### config.mk
export PLATFORM = sky130hd
export DESIGN_NAME = dvd_top
export DESIGN_NICKNAME = d
export VERILOG_FILES = /design/src/core/dvd_pkg.sv /design/src/core/dvd_top.sv
export VERILOG_INCLUDE_DIRS = /design/src /design/src/core
export SDC_FILE = /design/constraint.sdc
export NUM_CORES = 1
export LEC_CHECK = 0
export BUFFER_PORTS_ARGS = -buffer_cell sky130_fd_sc_hd__buf_4
export CAP_MARGIN = 20
export CORE_MARGIN = 2
export CORE_UTILIZATION = 55
export CTS_CLUSTER_SIZE = 8
export DETAILED_ROUTE_END_ITERATION = 6
export GPL_TIMING_DRIVEN = 1
export PLACE_DENSITY = 0.8
export REMOVE_ABC_BUFFERS = 1
export SYNTH_ARGS = -nofsm -noshare
export SYNTH_HDL_FRONTEND = slang
export SYNTH_SLANG_ARGS = --single-unit
### constraint.sdc
create_clock -name i_clk -period 2.8 [get_ports i_clk]
set_input_delay 0.28 -clock i_clk [delete_from_list [all_inputs] [get_ports i_clk]]
set_output_delay 0.28 -clock i_clk [all_outputs]
set_load 0.02 [all_outputs]
### src/core/dvd_params.svh
`ifndef DVD_PARAMS_SVH
`define DVD_PARAMS_SVH
// Byte addresses: printed subaddresses are indices, address is four times index
`define DVD_IDX_CFG 4'h0
`define DVD_IDX_ON 4'h4
`define DVD_IDX_OFF 4'h5
`define DVD_IDX_LOW 4'h6
`define DVD_IDX_HIGH 4'h7
`define DVD_IDX_STR 4'h8
`define DVD_IDX_STAT 4'h9
`define DVD_IDX_CLR 4'ha
`define DVD_IDX_IEN 4'hb
`define DVD_IDX_CTL 4'hc
`define DVD_RST_CFG 16'h0000
`define DVD_RST_ON 16'hfebf
`define DVD_RST_OFF 16'hf37f
`define DVD_RST_LOW 12'h000
`define DVD_RST_HIGH 12'h001
`define DVD_RST_STR 6'h3f
`define DVD_BIT_SLICER 15
`define DVD_BIT_MODE_A 5
`define DVD_BIT_MODE_B 6
`define DVD_POLL_TOP 16'hffff
`define DVD_DIV_LAST 2'h3
`define DVD_PERIODS 2'h3
`define DVD_SETTLE_US 2600
`define DVD_CLK_KHZ 10000
`endif

### src/core/dvd_pkg.sv
package dvd_pkg;
  typedef enum logic [1:0] {
    DVD_IDLE = 2'b00,
    DVD_SETTLE = 2'b01,
    DVD_ACTIVE = 2'b10,
    DVD_HOLD = 2'b11
  } dvd_state_e;
  typedef struct packed {
    logic psel;
    logic penable;
    logic pwrite;
    logic [7:0] paddr;
    logic [31:0] pwdata;
  } dvd_apb_req_s;
  typedef struct packed {
    logic pos_peak;
    logic neg_peak;
  } dvd_peak_s;
endpackage : dvd_pkg

### src/core/dvd_top.sv
`timescale 1ns/1ps
`default_nettype none
`include "dvd_params.svh"
module dvd_top
  import dvd_pkg::*;
#(
  parameter int SETTLE_CYCLES = (`DVD_SETTLE_US * `DVD_CLK_KHZ) / 1000
) (
  input wire logic i_clk,
  input wire logic i_rst_b,
  input wire logic i_psel,
  input wire logic i_penable,
  input wire logic i_pwrite,
  input wire logic [7:0] i_paddr,
  input wire logic [31:0] i_pwdata,
  input wire logic [3:0] i_pstrb,
  output logic [31:0] o_prdata,
  output logic o_pready,
  output logic o_pslverr,
  input wire logic i_rx_on,
  input wire logic i_data,
  input wire logic i_rc_osc,
  input wire logic [5:0] i_strength,
  input wire logic i_pos_peak,
  input wire logic i_neg_peak,
  output logic o_slicer_peak,
  output logic o_peak_enable,
  output logic o_pos_peak,
  output logic o_neg_peak,
  output logic o_rx_enable,
  output logic o_detect_wake_out,
  output logic o_data_valid,
  output logic o_irq
);
  // ****************************************
  // Registers
  // ****************************************
  logic [15:0] device_configuration, poll_on_duration, poll_off_duration;
  logic [11:0] rate_window_low_limit, rate_window_high_limit;
  logic [5:0] signal_strength_limit;
  logic [1:0] status, irq_enable;
  logic poll_enable;
  logic [1:0] ev;
  dvd_apb_req_s req;
  logic wr, rd;
  logic [3:0] idx;
  logic mapped;
  assign req = '{i_psel, i_penable, i_pwrite, i_paddr, i_pwdata};
  assign idx = req.paddr[5:2];
  assign mapped = (req.paddr[7:6] == 2'h0) && (req.paddr[1:0] == 2'h0) &&
                  (idx <= `DVD_IDX_CTL) && (idx != 4'h1) && (idx != 4'h2) && (idx != 4'h3);
  assign wr = req.psel && req.penable && req.pwrite && mapped;
  assign rd = req.psel && req.penable && !req.pwrite;

  function automatic logic [15:0] merge16(input logic [15:0] old, input logic [31:0] d,
                                          input logic [3:0] s);
    merge16 = {s[1] ? d[15:8] : old[15:8], s[0] ? d[7:0] : old[7:0]};
  endfunction : merge16

  always_ff @(posedge i_clk) begin
    if (!i_rst_b) begin
      device_configuration <= `DVD_RST_CFG;
      poll_on_duration <= `DVD_RST_ON;
      poll_off_duration <= `DVD_RST_OFF;
      rate_window_low_limit <= `DVD_RST_LOW;
      rate_window_high_limit <= `DVD_RST_HIGH;
      signal_strength_limit <= `DVD_RST_STR;
      irq_enable <= 2'h0;
      poll_enable <= 1'b0;
    end else if (wr) begin
      unique case (idx)
        `DVD_IDX_CFG: device_configuration <= merge16(device_configuration, req.pwdata, i_pstrb);
        `DVD_IDX_ON: poll_on_duration <= merge16(poll_on_duration, req.pwdata, i_pstrb);
        `DVD_IDX_OFF: poll_off_duration <= merge16(poll_off_duration, req.pwdata, i_pstrb);
        `DVD_IDX_LOW: rate_window_low_limit <=
          12'(merge16({4'h0, rate_window_low_limit}, req.pwdata, i_pstrb));
        `DVD_IDX_HIGH: rate_window_high_limit <=
          12'(merge16({4'h0, rate_window_high_limit}, req.pwdata, i_pstrb));
        `DVD_IDX_STR: if (i_pstrb[0]) signal_strength_limit <= req.pwdata[5:0];
        `DVD_IDX_IEN: if (i_pstrb[0]) irq_enable <= req.pwdata[1:0];
        `DVD_IDX_CTL: if (i_pstrb[0]) poll_enable <= req.pwdata[0];
        default: ;
      endcase
    end
  end

  always_ff @(posedge i_clk) begin
    if (!i_rst_b) begin
      o_prdata <= 32'h0000_0000;
      o_pready <= 1'b0;
      o_pslverr <= 1'b0;
    end else begin
      // Zero-wait answer would need combinational outputs; one wait state instead
      o_pready <= req.psel && req.penable && !o_pready;
      o_pslverr <= req.psel && req.penable && !o_pready && !mapped;
      o_prdata <= 32'h0000_0000;
      if (rd && mapped && !o_pready) begin
        unique case (idx)
          `DVD_IDX_CFG: o_prdata <= {16'h0000, device_configuration};
          `DVD_IDX_ON: o_prdata <= {16'h0000, poll_on_duration};
          `DVD_IDX_OFF: o_prdata <= {16'h0000, poll_off_duration};
          `DVD_IDX_LOW: o_prdata <= {20'h00000, rate_window_low_limit};
          `DVD_IDX_HIGH: o_prdata <= {20'h00000, rate_window_high_limit};
          `DVD_IDX_STR: o_prdata <= {26'h0000000, signal_strength_limit};
          `DVD_IDX_STAT: o_prdata <= {30'h00000000, status};
          `DVD_IDX_IEN: o_prdata <= {30'h00000000, irq_enable};
          `DVD_IDX_CTL: o_prdata <= {31'h00000000, poll_enable};
          default: o_prdata <= 32'h0000_0000;
        endcase
      end
    end
  end

  // Status clear takes effect once: only in the access cycle before pready
  logic wr_now;
  assign wr_now = wr && !o_pready;

  // ****************************************
  // Input synchronisers
  // ****************************************
  logic [1:0] data_s, rc_s, rx_s;
  logic [5:0] str_m, str_s;
  dvd_peak_s peak_m, peak_s;
  logic data_d, rc_d;
  always_ff @(posedge i_clk) begin
    if (!i_rst_b) begin
      data_s <= 2'h0;
      rc_s <= 2'h0;
      rx_s <= 2'h0;
      str_m <= 6'h00;
      str_s <= 6'h00;
      peak_m <= '0;
      peak_s <= '0;
      data_d <= 1'b0;
      rc_d <= 1'b0;
    end else begin
      data_s <= {data_s[0], i_data};
      rc_s <= {rc_s[0], i_rc_osc};
      rx_s <= {rx_s[0], i_rx_on};
      str_m <= i_strength;
      str_s <= str_m;
      peak_m <= '{i_pos_peak, i_neg_peak};
      peak_s <= peak_m;
      data_d <= data_s[1];
      rc_d <= rc_s[1];
    end
  end
  logic rise, fall, rc_tick, rx_on;
  assign rise = data_s[1] && !data_d;
  assign fall = !data_s[1] && data_d;
  assign rc_tick = rc_s[1] && !rc_d;

  // ****************************************
  // Self-polling on/off timer
  // ****************************************
  logic poll_phase_on;
  logic [15:0] poll_cnt;
  logic wake_req;
  always_ff @(posedge i_clk) begin
    if (!i_rst_b || !poll_enable) begin
      poll_phase_on <= 1'b1;
      poll_cnt <= poll_on_duration;
    end else if (rc_tick) begin
      if (poll_cnt == `DVD_POLL_TOP) begin
        poll_phase_on <= !poll_phase_on;
        poll_cnt <= poll_phase_on ? poll_off_duration : poll_on_duration;
      end else begin
        poll_cnt <= poll_cnt + 16'h0001;
      end
    end
  end
  // Receive is on from the pin, or with polling enabled only during the polling on phase
  assign rx_on = poll_enable ? poll_phase_on : rx_s[1];

  // ****************************************
  // Sequencer
  // ****************************************
  dvd_state_e state, next_state;
  logic [$clog2(SETTLE_CYCLES+1)-1:0] settle_cnt;
  logic win_done, result_ok, single_shot;
  assign single_shot = device_configuration[`DVD_BIT_MODE_A] &&
                       !device_configuration[`DVD_BIT_MODE_B];
  always_comb begin
    next_state = state;
    unique case (state)
      DVD_IDLE: if (rx_on) next_state = DVD_SETTLE;
      DVD_SETTLE: if (!rx_on) next_state = DVD_IDLE;
        else if (settle_cnt == ($bits(settle_cnt))'(SETTLE_CYCLES - 1)) next_state = DVD_ACTIVE;
      DVD_ACTIVE: if (!rx_on) next_state = DVD_IDLE;
        else if (single_shot && win_done) next_state = DVD_HOLD;
      DVD_HOLD: if (!rx_on) next_state = DVD_IDLE;
    endcase
  end
  always_ff @(posedge i_clk) begin
    if (!i_rst_b) begin
      state <= DVD_IDLE;
      settle_cnt <= '0;
    end else begin
      state <= next_state;
      settle_cnt <= (state == DVD_SETTLE) ? settle_cnt + 1'b1 : '0;
    end
  end
  logic detect_en;
  assign detect_en = (state == DVD_ACTIVE);

  // ****************************************
  // Window counter
  // ****************************************
  logic [1:0] div;
  logic [12:0] high_cnt;
  logic [1:0] periods;
  logic rate_hit, rate_ok, win_inactive, str_inactive;
  // High time is only checked at the fall once its rising edge was seen inside the active phase
  logic armed;
  assign win_inactive = (rate_window_low_limit == `DVD_RST_LOW) &&
                        (rate_window_high_limit == `DVD_RST_HIGH);
  assign str_inactive = (signal_strength_limit == `DVD_RST_STR);
  function automatic logic in_win(input logic [12:0] c, input logic [11:0] lo,
                                  input logic [11:0] hi);
    in_win = (c >= {1'b0, lo}) && (c <= {1'b0, hi});
  endfunction : in_win
  assign rate_hit = in_win(high_cnt, rate_window_low_limit, rate_window_high_limit) ||
                    in_win(high_cnt, {rate_window_low_limit[10:0], 1'b0},
                           {rate_window_high_limit[10:0], 1'b0});
  always_ff @(posedge i_clk) begin
    if (!i_rst_b || !detect_en) begin
      div <= 2'h0;
      high_cnt <= 13'h0000;
      periods <= 2'h0;
      rate_ok <= 1'b1;
      win_done <= 1'b0;
      armed <= 1'b0;
    end else begin
      win_done <= 1'b0;
      div <= div + 2'h1;
      if (rise) armed <= 1'b1;
      if (rise) begin
        high_cnt <= 13'h0000;
      end else if (data_s[1] && div == `DVD_DIV_LAST && !(&high_cnt)) begin
        high_cnt <= high_cnt + 13'h0001;
      end
      if (fall && armed) begin
        rate_ok <= rate_ok && rate_hit;
        if (periods == `DVD_PERIODS - 2'h1) begin
          win_done <= 1'b1;
          periods <= 2'h0;
        end else begin
          periods <= periods + 2'h1;
        end
      end
      if (win_done) rate_ok <= 1'b1;
    end
  end

  // ****************************************
  // Strength latch and data valid
  // ****************************************
  logic str_ok, valid, win_done_d;
  always_ff @(posedge i_clk) begin
    if (!i_rst_b) begin
      str_ok <= 1'b0;
      valid <= 1'b0;
      win_done_d <= 1'b0;
      o_data_valid <= 1'b0;
    end else begin
      win_done_d <= win_done;
      if (win_done && !win_done_d) begin
        str_ok <= str_inactive || (str_s >= signal_strength_limit);
        valid <= (win_inactive || rate_ok);
      end
      if (state == DVD_IDLE) valid <= 1'b0;
      o_data_valid <= valid && str_ok && !(win_inactive && str_inactive);
    end
  end
  // ****************************************
  // Outputs and interrupt
  // ****************************************
  logic valid_q;
  assign ev = {win_done, o_data_valid && !valid_q};
  // Wake only on a fresh valid, so a standing valid cannot repeat the pulse
  assign wake_req = o_data_valid && !valid_q && rx_on;
  always_ff @(posedge i_clk) begin
    if (!i_rst_b) begin
      o_slicer_peak <= 1'b0;
      o_peak_enable <= 1'b0;
      o_pos_peak <= 1'b0;
      o_neg_peak <= 1'b1;
      o_rx_enable <= 1'b0;
      o_detect_wake_out <= 1'b0;
      valid_q <= 1'b0;
      status <= 2'h0;
      o_irq <= 1'b0;
    end else begin
      o_slicer_peak <= device_configuration[`DVD_BIT_SLICER];
      o_peak_enable <= (state != DVD_IDLE) && (state != DVD_SETTLE);
      // Peak paths follow the enable only, never the slicer select
      o_pos_peak <= o_peak_enable ? peak_s.pos_peak : 1'b0;
      o_neg_peak <= o_peak_enable ? peak_s.neg_peak : 1'b1;
      o_rx_enable <= rx_on;
      valid_q <= o_data_valid;
      o_detect_wake_out <= wake_req && poll_phase_on;
      // Set wins over clear
      status <= (status & ~((wr_now && idx == `DVD_IDX_CLR) ? req.pwdata[1:0] : 2'h0)) | ev;
      o_irq <= |(status & irq_enable);
    end
  end
endmodule : dvd_top
`default_nettype wire

==> results.sh, run 1 <==
export IMPL_multiInputGateArea_sq_um=4900
export IMPL_antenna_found_initial=0
export IMPL_route_detailed_drc=0
export IMPL_dp_hpwl_microns=15810
export IMPL_die_h_microns=134.0
export IMPL_worstPathArrival_ps=2770
export IMPL_slew_limit_headroom_pct=39.44
export IMPL_ys_types=63
export IMPL_synth_edf_count=16
export IMPL_grt_pass1_wl_microns=34310
export IMPL_first_global_vias=7017
export IMPL_clock_skew_ps=8.145
export IMPL_r2r_slack_ps=320
export IMPL_p_sw_mw=1.173
export IMPL_die_area_sq_um=17950
export IMPL_p_per_area_nw_per_um2=511.2
export IMPL_track_usage_pct=24.00
export IMPL_viasPerCell=5.641
export IMPL_synth_common_cells="dfxtp_1, nand2_1, nor2_1"
export IMPL_syn_to_final_growth_pct=13.05
export IMPL_dpl_cell_area_sq_um=9921
export IMPL_synth_top_area_share_pct=37.71
export IMPL_rsz0062_at_grt="false"
export IMPL_status="finished clean"
export IMPL_yosysWarnings=0
export IMPL_vdd_ir_drop_worst_v=0.0004296
export IMPL_portBuffers=67
export IMPL_row_count=47
export IMPL_p_leak_nw=4.217
export IMPL_io_pins=102
export IMPL_die_width_microns=134.0
export IMPL_period_share_pct=88.61
export IMPL_dp_slack_ps=305.2
export IMPL_clock_sinks=191
export IMPL_core_sq_um=16520
export IMPL_wirelength_microns=21310
export IMPL_seq_power_share_pct=51.6
export IMPL_cts_made_buffers=17
export IMPL_drt_initial_drc_count=606
export IMPL_gp_congestion=0.8898
export IMPL_finalMaxSlewViolations=0
export IMPL_yosysMostFrequentCell="dfxtp_1"
export IMPL_setup_viol=0
export IMPL_min_path_type="in -> reg"
export IMPL_drive_above_1_share_pct=11.80
export IMPL_final_area_sq_um=10500
export IMPL_fin_util_pct=63.56
export IMPL_h_tree_depth=4
export IMPL_yosysTopAreaCell="dfxtp_1"
export IMPL_internal_power_mw=4.196
export IMPL_cts_hold_buffers=0
export IMPL_timing_final_ws_setup_ps=318.8
export IMPL_vias=7458
export IMPL_critPathCaptureType="register"
export IMPL_synth_seq_area_share_pct=42.88
export IMPL_yosys_register_bits=191
export IMPL_antennaDiodeCount=0
export IMPL_start_kind="register"
export IMPL_clkPwrFrac_pct=44.2
export IMPL_hold_viol_final=0
export IMPL_clock_path_buffers=2
export IMPL_maxCapViolations=0
export IMPL_fin_cells=1322
export IMPL_initial_core_util_pct=56.22
export IMPL_path_max_fanout=12
export IMPL_fin_crit_ps=2481
export IMPL_async_flop_share_pct=0
export IMPL_final_nets=1205
export IMPL_synth_area_leaders="dfxtp_1, ha_1, mux2i_1, edfxtp_1, nand2_1"
export IMPL_routedWlPerCell_microns=16.12
export IMPL_clk_latency_ps=430
export IMPL_hold_ws_ps=43.63
export IMPL_grt_start_max_net_pins=43
export IMPL_cts_tree="yes"
export IMPL_worstMarginPinSlew_ps=908.4
export IMPL_worstSetupPathType="reg -> reg"
export IMPL_fillCellCount=1362
export IMPL_dp_cells=1290
export IMPL_seq_area_sq_um=3984
export IMPL_sw_frac_of_total_pct=21.84
export IMPL_fin_tns_setup_ps=0
export IMPL_p_comb_share_pct=4.2
export IMPL_grt_overflow_total=0
export IMPL_postCtsSetupRepairBufs=0
export IMPL_ys_dominant_reg_cell="dfxtp_1"
export IMPL_cts_root_buf="clkbuf_16"
export IMPL_max_freq_mhz=403.0
export IMPL_clkSlewWorstSetupHoldPaths_ps=70
export IMPL_synthCells=1032
export IMPL_cts_resized=0
export IMPL_worstPathRequired_ps=3090
export IMPL_power_mw=5.369
export IMPL_netlist_area_sq_um=9290
export IMPL_ant_nets=0
export IMPL_dr_pass1_iters=5
export IMPL_syn_avg_cell_area_sq_um=9.002
-- state kept, by name, summed over array words and instances, names as in the netlist, 12 cells and up --
signal and cells:
device_configuration 16, high_cnt 13, o_prdata 16, poll_cnt 16, poll_off_duration 16, poll_on_duration 16
rate_window_high_limit 12, rate_window_low_limit 12, settle_cnt 15
-- cells by family after synthesis --
| group | after synthesis | synth area share (%) |
|---|---|---|
| other | 1 | 0.04037 |
| and+or+nand+nor | 420 | 23.54 |
| muxes | 54 | 5.832 |
| xor gates and xnor gates | 33 | 3.111 |
| adders and majority gates | 56 | 7.542 |
| AOI/OAI and AO/OA | 179 | 12.01 |
| buffers and inverters | 98 | 5.037 |
| DFF | 191 | 42.88 |
-- cells in the final DEF, fill, tap and decap left out, types with 39 or more instances in the layout --
cell,count
a21oi_1,66
buf_4,82
dfxtp_1,175
ha_1,56
inv_1,39
mux2i_1,53
nand2_1,119
nand3_1,56
nor2_1,71
nor2b_1,57
-- final cells by class --
cell class	instances	area share (%)
Clock buffer	20	4.253
Inverter	39	1.394
Timing Repair Buffer	82	5.861
Multi-Input combinational cell	758	46.65
Tap cell	220	2.621
Sequential cell	191	37.93
Clock inverter	12	1.287
-- worst max-delay path, cell delays in order, from the launching register on --
cell,delay (ps)
edfxtp_1,460
ha_1,310
and3_1,240
and3_1,310
a21oi_1,770
nor2_1,90
a21oi_1,150
-- per-layer routing --
| layer | track usage (%) | routed length [microns] | share of wire (%) | vias to the layer above |
|---|---|---|---|---|
| met5 | 0 | 0 | 0 | - |
| met4 | 9.870 | 659 | 3.1 | 0 |
| met3 | 4.686 | 957 | 4.5 | 45 |
| met2 | 41.37 | 10540 | 49 | 223 |
| met1 | 29.45 | 9160 | 43 | 3504 |
| li1 | - | - | - | 3686 |
-- power by group through the flow --
stage / logic [mW] / registers [mW] / clock network, mW
after floorplan: 0.0920 / 2.83 / 0
after global placement: 0.218 / 2.83 / 0
after detailed placement: 0.221 / 2.83 / 0
after CTS: 0.221 / 2.77 / 2.40
after global routing: 0.238 / 2.77 / 2.52
final: 0.224 / 2.77 / 2.37
-- final timing paths --
| check | from | end | cells after the start |
|---|---|---|---|
| min reg2reg | peak_s[0] | o_neg_peak | 1 |
| max reg2reg | poll_cnt[0] | poll_cnt[7] | 6 |
| min | i_data | data_s[0] | 2 |
| max | poll_cnt[0] | poll_cnt[7] | 6 |
(Power assumes the default switching activity.)
==> run 2: changes to the inputs <==
--- a/config.mk
+++ b/config.mk
@@ -13,7 +13,9 @@
 export CTS_CLUSTER_SIZE = 8
 export DETAILED_ROUTE_END_ITERATION = 6
 export GPL_TIMING_DRIVEN = 1
+export HOLD_SLACK_MARGIN = 0.03
 export PLACE_DENSITY = 0.8
+export RECOVER_POWER = 25
 export REMOVE_ABC_BUFFERS = 1
 export SYNTH_ARGS = -nofsm -noshare
 export SYNTH_HDL_FRONTEND = slang
==> results.sh, run 2 (same netlist as run 1, synthesis figures left out) <==
export IMPL_row_count=47
export IMPL_route_detailed_drc=0
export IMPL_cts_root_buf="clkbuf_16"
export IMPL_clock_path_buffers=2
export IMPL_clock_sinks=191
export IMPL_cpLargestDelayFamily="compound AO/OA/AOI/OAI gates"
export IMPL_clkSlewWorstSetupHoldPaths_ps=70
export IMPL_fin_util_pct=62.97
export IMPL_seq_power_share_pct=51.7
export IMPL_h_tree_depth=4
export IMPL_routedWlPerCell_microns=16.16
export IMPL_cp_slowest_cell="a21oi_1"
export IMPL_sw_frac_of_total_pct=21.86
export IMPL_drt_initial_drc_count=531
export IMPL_p_per_area_nw_per_um2=515.9
export IMPL_antennaDiodeCount=0
export IMPL_grt_overflow_total=0
export IMPL_hold_viol_final=0
export IMPL_core_sq_um=16520
export IMPL_postCtsSetupRepairBufs=0
export IMPL_p_leak_nw=4.101
export IMPL_setup_viol=0
export IMPL_period_share_pct=88.96
export IMPL_cts_made_buffers=17
export IMPL_worstPathArrival_ps=2780
export IMPL_worstMarginPinSlew_ps=1504
export IMPL_track_usage_pct=24.00
export IMPL_io_pins=102
export IMPL_gp_congestion=0.8898
export IMPL_fin_tns_setup_ps=0
export IMPL_max_freq_mhz=401.5
export IMPL_vdd_ir_drop_worst_v=0.0004307
export IMPL_final_cell_mix="dfxtp_1, nand2_1, nor2_1"
export IMPL_min_path_type="in -> reg"
export IMPL_maxCapViolations=1
export IMPL_final_nets=1205
export IMPL_p_comb_share_pct=4.1
export IMPL_drive_above_1_share_pct=9.437
export IMPL_dp_hpwl_microns=15810
export IMPL_cp_num_buf_inv=0
export IMPL_failed_checks="capacitance limit, slew limit"
export IMPL_worstPathRequired_ps=3090
export IMPL_ant_nets=0
export IMPL_worstSetupPathType="reg -> reg"
export IMPL_die_h_microns=134.0
export IMPL_dr_pass1_iters=5
export IMPL_die_area_sq_um=17950
export IMPL_critPathCaptureType="register"
export IMPL_hold_ws_ps=44.67
export IMPL_antenna_found_initial=0
export IMPL_portBuffers=67
export IMPL_cts_tree="yes"
export IMPL_slowest_delay_ps=780
export IMPL_first_global_vias=7017
export IMPL_power_mw=5.368
export IMPL_layout_commonest_cell="dfxtp_1"
export IMPL_die_width_microns=134.0
export IMPL_clock_skew_ps=6.809
export IMPL_internal_power_mw=4.194
export IMPL_wirelength_microns=21360
export IMPL_path_max_fanout=12
export IMPL_cts_resized=0
export IMPL_fin_crit_ps=2491
export IMPL_rsz0062_at_grt="false"
export IMPL_vias=7408
export IMPL_finalMaxSlewViolations=42
export IMPL_status="finished, violations left"
export IMPL_p_sw_mw=1.173
export IMPL_start_kind="register"
export IMPL_viasPerCell=5.604
export IMPL_slew_limit_headroom_pct=-0.2657
export IMPL_clkPwrFrac_pct=44.2
export IMPL_cts_hold_buffers=0
export IMPL_grt_pass1_wl_microns=34310
export IMPL_cp_cell_sequence="ha_1 > and3_1 > and3_1 > a21oi_1 > nor2_1 > a21oi_1"
export IMPL_grt_start_max_net_pins=43
export IMPL_initial_core_util_pct=56.22
export IMPL_clk_latency_ps=440
export IMPL_syn_to_final_growth_pct=12.00
## run 2: cell count changes in the layout (fill, tap and decap cells not counted), sizes merged
cell and change:
buf -25, clkbuf +25
## run 2: layer usage
layer  part of all wire (%)  up-vias  GRT usage [%]  wire [microns]
met1                     43     3484          29.45            9216
li1                       -     3689              -               -
met3                    4.3       43          4.686             917
met4                    3.1        0          9.870             669
met5                      0        -              0               0
met2                     49      192          41.37           10560
## run 2: through the flow
step / cells / area, sq um / worst slack [ps]
detailed placement: 1290 / 9921 / 305.2
CTS: 1322 / 10500 / 277.7
floorplan: 988 / 9025 / 326.9
global route: 1322 / 10410 / 62.52
finish: 1322 / 10410 / 309.1
global placement: 1290 / 9921 / 376.9
## run 2: worst paths after layout
kind / start / endpoint / slack [ps] / cells past startpoint
max: poll_cnt[0] / poll_cnt[7] / 310 / 6
min reg2reg: peak_s[0] / o_neg_peak / 420 / 1
max reg2reg: poll_cnt[0] / poll_cnt[7] / 310 / 6
min: i_data / data_s[0] / 40 / 2
## run 2: cell type report
| cell class | instances | area, sq um |
|---|---|---|
| clock buffer | 20 | 446.7 |
| multi-input combinational | 758 | 4896 |
| fill | 1394 | 6120 |
| sequential | 191 | 3984 |
| timing repair buffer | 82 | 521.8 |
| inverter | 39 | 146.4 |
| clock inverter | 12 | 135.1 |
| tap | 220 | 275.3 |
## run 2: power groups by stage
stage                     Combinational (mW)  Sequential (mW)  Clock, mW
after detailed placement               0.221             2.83          0
after global routing                   0.236             2.77       2.52
after floorplan                       0.0920             2.83          0
after global placement                 0.218             2.83          0
after CTS                              0.221             2.77       2.40
final                                  0.221             2.77       2.37
==> run 3: changes to the inputs <==
--- a/config.mk
+++ b/config.mk
@@ -12,7 +12,6 @@
 export CORE_UTILIZATION = 55
 export CTS_CLUSTER_SIZE = 8
 export DETAILED_ROUTE_END_ITERATION = 6
-export GPL_TIMING_DRIVEN = 1
 export HOLD_SLACK_MARGIN = 0.03
 export PLACE_DENSITY = 0.8
 export RECOVER_POWER = 25
==> constraint.sdc (replaced) <==
create_clock -name i_clk -period 2.5 [get_ports i_clk]
set_input_delay 0.25 -clock i_clk [delete_from_list [all_inputs] [get_ports i_clk]]
set_output_delay 0.25 -clock i_clk [all_outputs]
set_load 0.02 [all_outputs]
==> results.sh, run 3 (same netlist as run 1, synthesis figures left out) <==
export IMPL_final_cell_mix="dfxtp_1, nand2_1, nor2_1, buf_4, a21oi_1"
export IMPL_dp_hpwl_microns=16100
export IMPL_routedWlPerCell_microns=16.21
export IMPL_initial_core_util_pct=56.22
export IMPL_seq_area_sq_um=3984
export IMPL_viasPerCell=5.630
export IMPL_maxCapViolations=1
export IMPL_fin_cells=1345
export IMPL_worstSetupPathType="reg -> reg"
export IMPL_p_per_area_nw_per_um2=565.9
export IMPL_worstPathArrival_ps=2390
export IMPL_vdd_ir_drop_worst_v=0.0005038
export IMPL_drive_above_1_share_pct=10.76
export IMPL_multiInputGateArea_sq_um=4903
export IMPL_wirelength_microns=21800
export IMPL_fin_tns_setup_ps=0
export IMPL_finalMaxSlewViolations=49
export IMPL_dp_cells=1302
export IMPL_row_count=47
export IMPL_grt_start_max_net_pins=49
export IMPL_track_usage_pct=24.57
export IMPL_cts_tree="yes"
export IMPL_vias=7573
export IMPL_ant_nets=0
export IMPL_worstMarginPinSlew_ps=1636
export IMPL_critPathCaptureType="register"
export IMPL_status="finished, violations left"
export IMPL_fin_crit_ps=2129
export IMPL_cts_root_buf="clkbuf_16"
export IMPL_clock_skew_ps=8.160
export IMPL_hold_ws_ps=41.53
export IMPL_start_kind="register"
export IMPL_die_h_microns=134.0
export IMPL_grt_overflow_total=0
export IMPL_grt_pass1_wl_microns=35250
export IMPL_period_share_pct=85.14
export IMPL_clk_latency_ps=440
export IMPL_final_nets=1228
export IMPL_drt_initial_drc_count=627
export IMPL_slowest_delay_ps=430
export IMPL_h_tree_depth=4
export IMPL_cp_cell_sequence="and4_1 > and3_1 > buf_4 > nand3_1 > nor2_1 > a21oi_1 > o21ai_0"
export IMPL_first_global_vias=7096
export IMPL_clock_path_buffers=2
export IMPL_fin_util_pct=64.25
export IMPL_portBuffers=67
export IMPL_layout_commonest_cell="dfxtp_1"
export IMPL_dr_pass1_iters=5
export IMPL_rsz0062_at_grt="false"
export IMPL_path_max_fanout=5
export IMPL_min_path_type="in -> reg"
export IMPL_cts_made_buffers=17
export IMPL_route_detailed_drc=0
export IMPL_hold_viol_final=0
export IMPL_slew_limit_headroom_pct=-9.047
export IMPL_io_pins=102
export IMPL_antenna_found_initial=0
export IMPL_worstPathRequired_ps=2760
export IMPL_clkSlewWorstSetupHoldPaths_ps=70
export IMPL_die_width_microns=134.0
export IMPL_fillCellCount=1354
export IMPL_gp_congestion=0.8492
export IMPL_failed_checks="capacitance limit, slew limit"
export IMPL_clock_sinks=191
export IMPL_max_freq_mhz=469.8
export IMPL_setup_viol=0
export IMPL_r2r_slack_ps=370
export IMPL_syn_to_final_growth_pct=14.28
export IMPL_die_area_sq_um=17950
export IMPL_cp_slowest_cell="edfxtp_1"
export IMPL_antennaDiodeCount=0
export IMPL_core_sq_um=16520
export IMPL_p_leak_nw=4.215
-- run 3: cell types whose count changed in the layout (fill, tap and decap cells not counted), sizes merged --
cell	before	now
clkbuf	45	41
dlygate4sd3	0	11
clkinvlp	4	3
bufinv	2	1
buf	57	71
inv	41	45
-- run 3: repair_timing --
item	in CTS	in global routing
hold endpoints to repair	11	0
setup endpoints to repair	0	9
setup buffers	0	0
gates resized for setup	0	1
hold buffers	11	0
-- run 3: worst paths after layout --
kind                startpoint                     to  depth (start not counted)
setup / recovery   poll_cnt[2]           poll_cnt[12]                          7
hold / removal    i_pwdata[13]  poll_off_duration[13]                          3
setup reg to reg   poll_cnt[2]           poll_cnt[12]                          7
hold reg to reg         div[0]                 div[0]                          1
-- run 3: report_power, final --
group	total (mW)	switching [mW]	internal, mW	leakage, nW
Sequential	3.10	0.00841	3.10	1.55
Clock	2.64	1.23	1.41	0.275
Combinational	0.265	0.156	0.109	2.39
Total	6.01	1.40	4.61	4.21
-- run 3: critical path: cells and delay by family (launching register included) --
kind                   cells  cell delay, ps
buffers and inverters      1             140
and+or+nand+nor            4            1040
DFF                        1             430
AOI/OAI and AO/OA          2             360
-- run 3: area by class of cell --
class	instances	share of cell area [%]
multi-input combinational	758	46.19
tap	220	2.593
clock buffer	18	4.042
inverter	39	1.379
clock inverter	14	1.402
sequential	191	37.53
timing repair buffer	105	6.871
-- run 3: per-stage QoR --
stage | setup slack [ps] | cell area, sq um | total power [mW]
after floorplan | 56.94 | 9025 | 3.276
after global routing | 206.7 | 10620 | 6.182
after detailed placement | 186.5 | 10010 | 3.423
after CTS | 155.3 | 10700 | 6.035
after global placement | 262.8 | 10010 | 3.420
final | 371.4 | 10620 | 6.008
-- run 3: routing by layer --
layer | routed length [microns] | up-vias | global-route usage, % | share of wire, %
li1 | - | 3742 | - | -
met5 | 0 | - | 0 | 0
met4 | 357 | 0 | 7.210 | 1.6
met1 | 9296 | 3591 | 30.21 | 43
met3 | 988 | 29 | 4.044 | 4.5
met2 | 11160 | 211 | 44.25 | 51
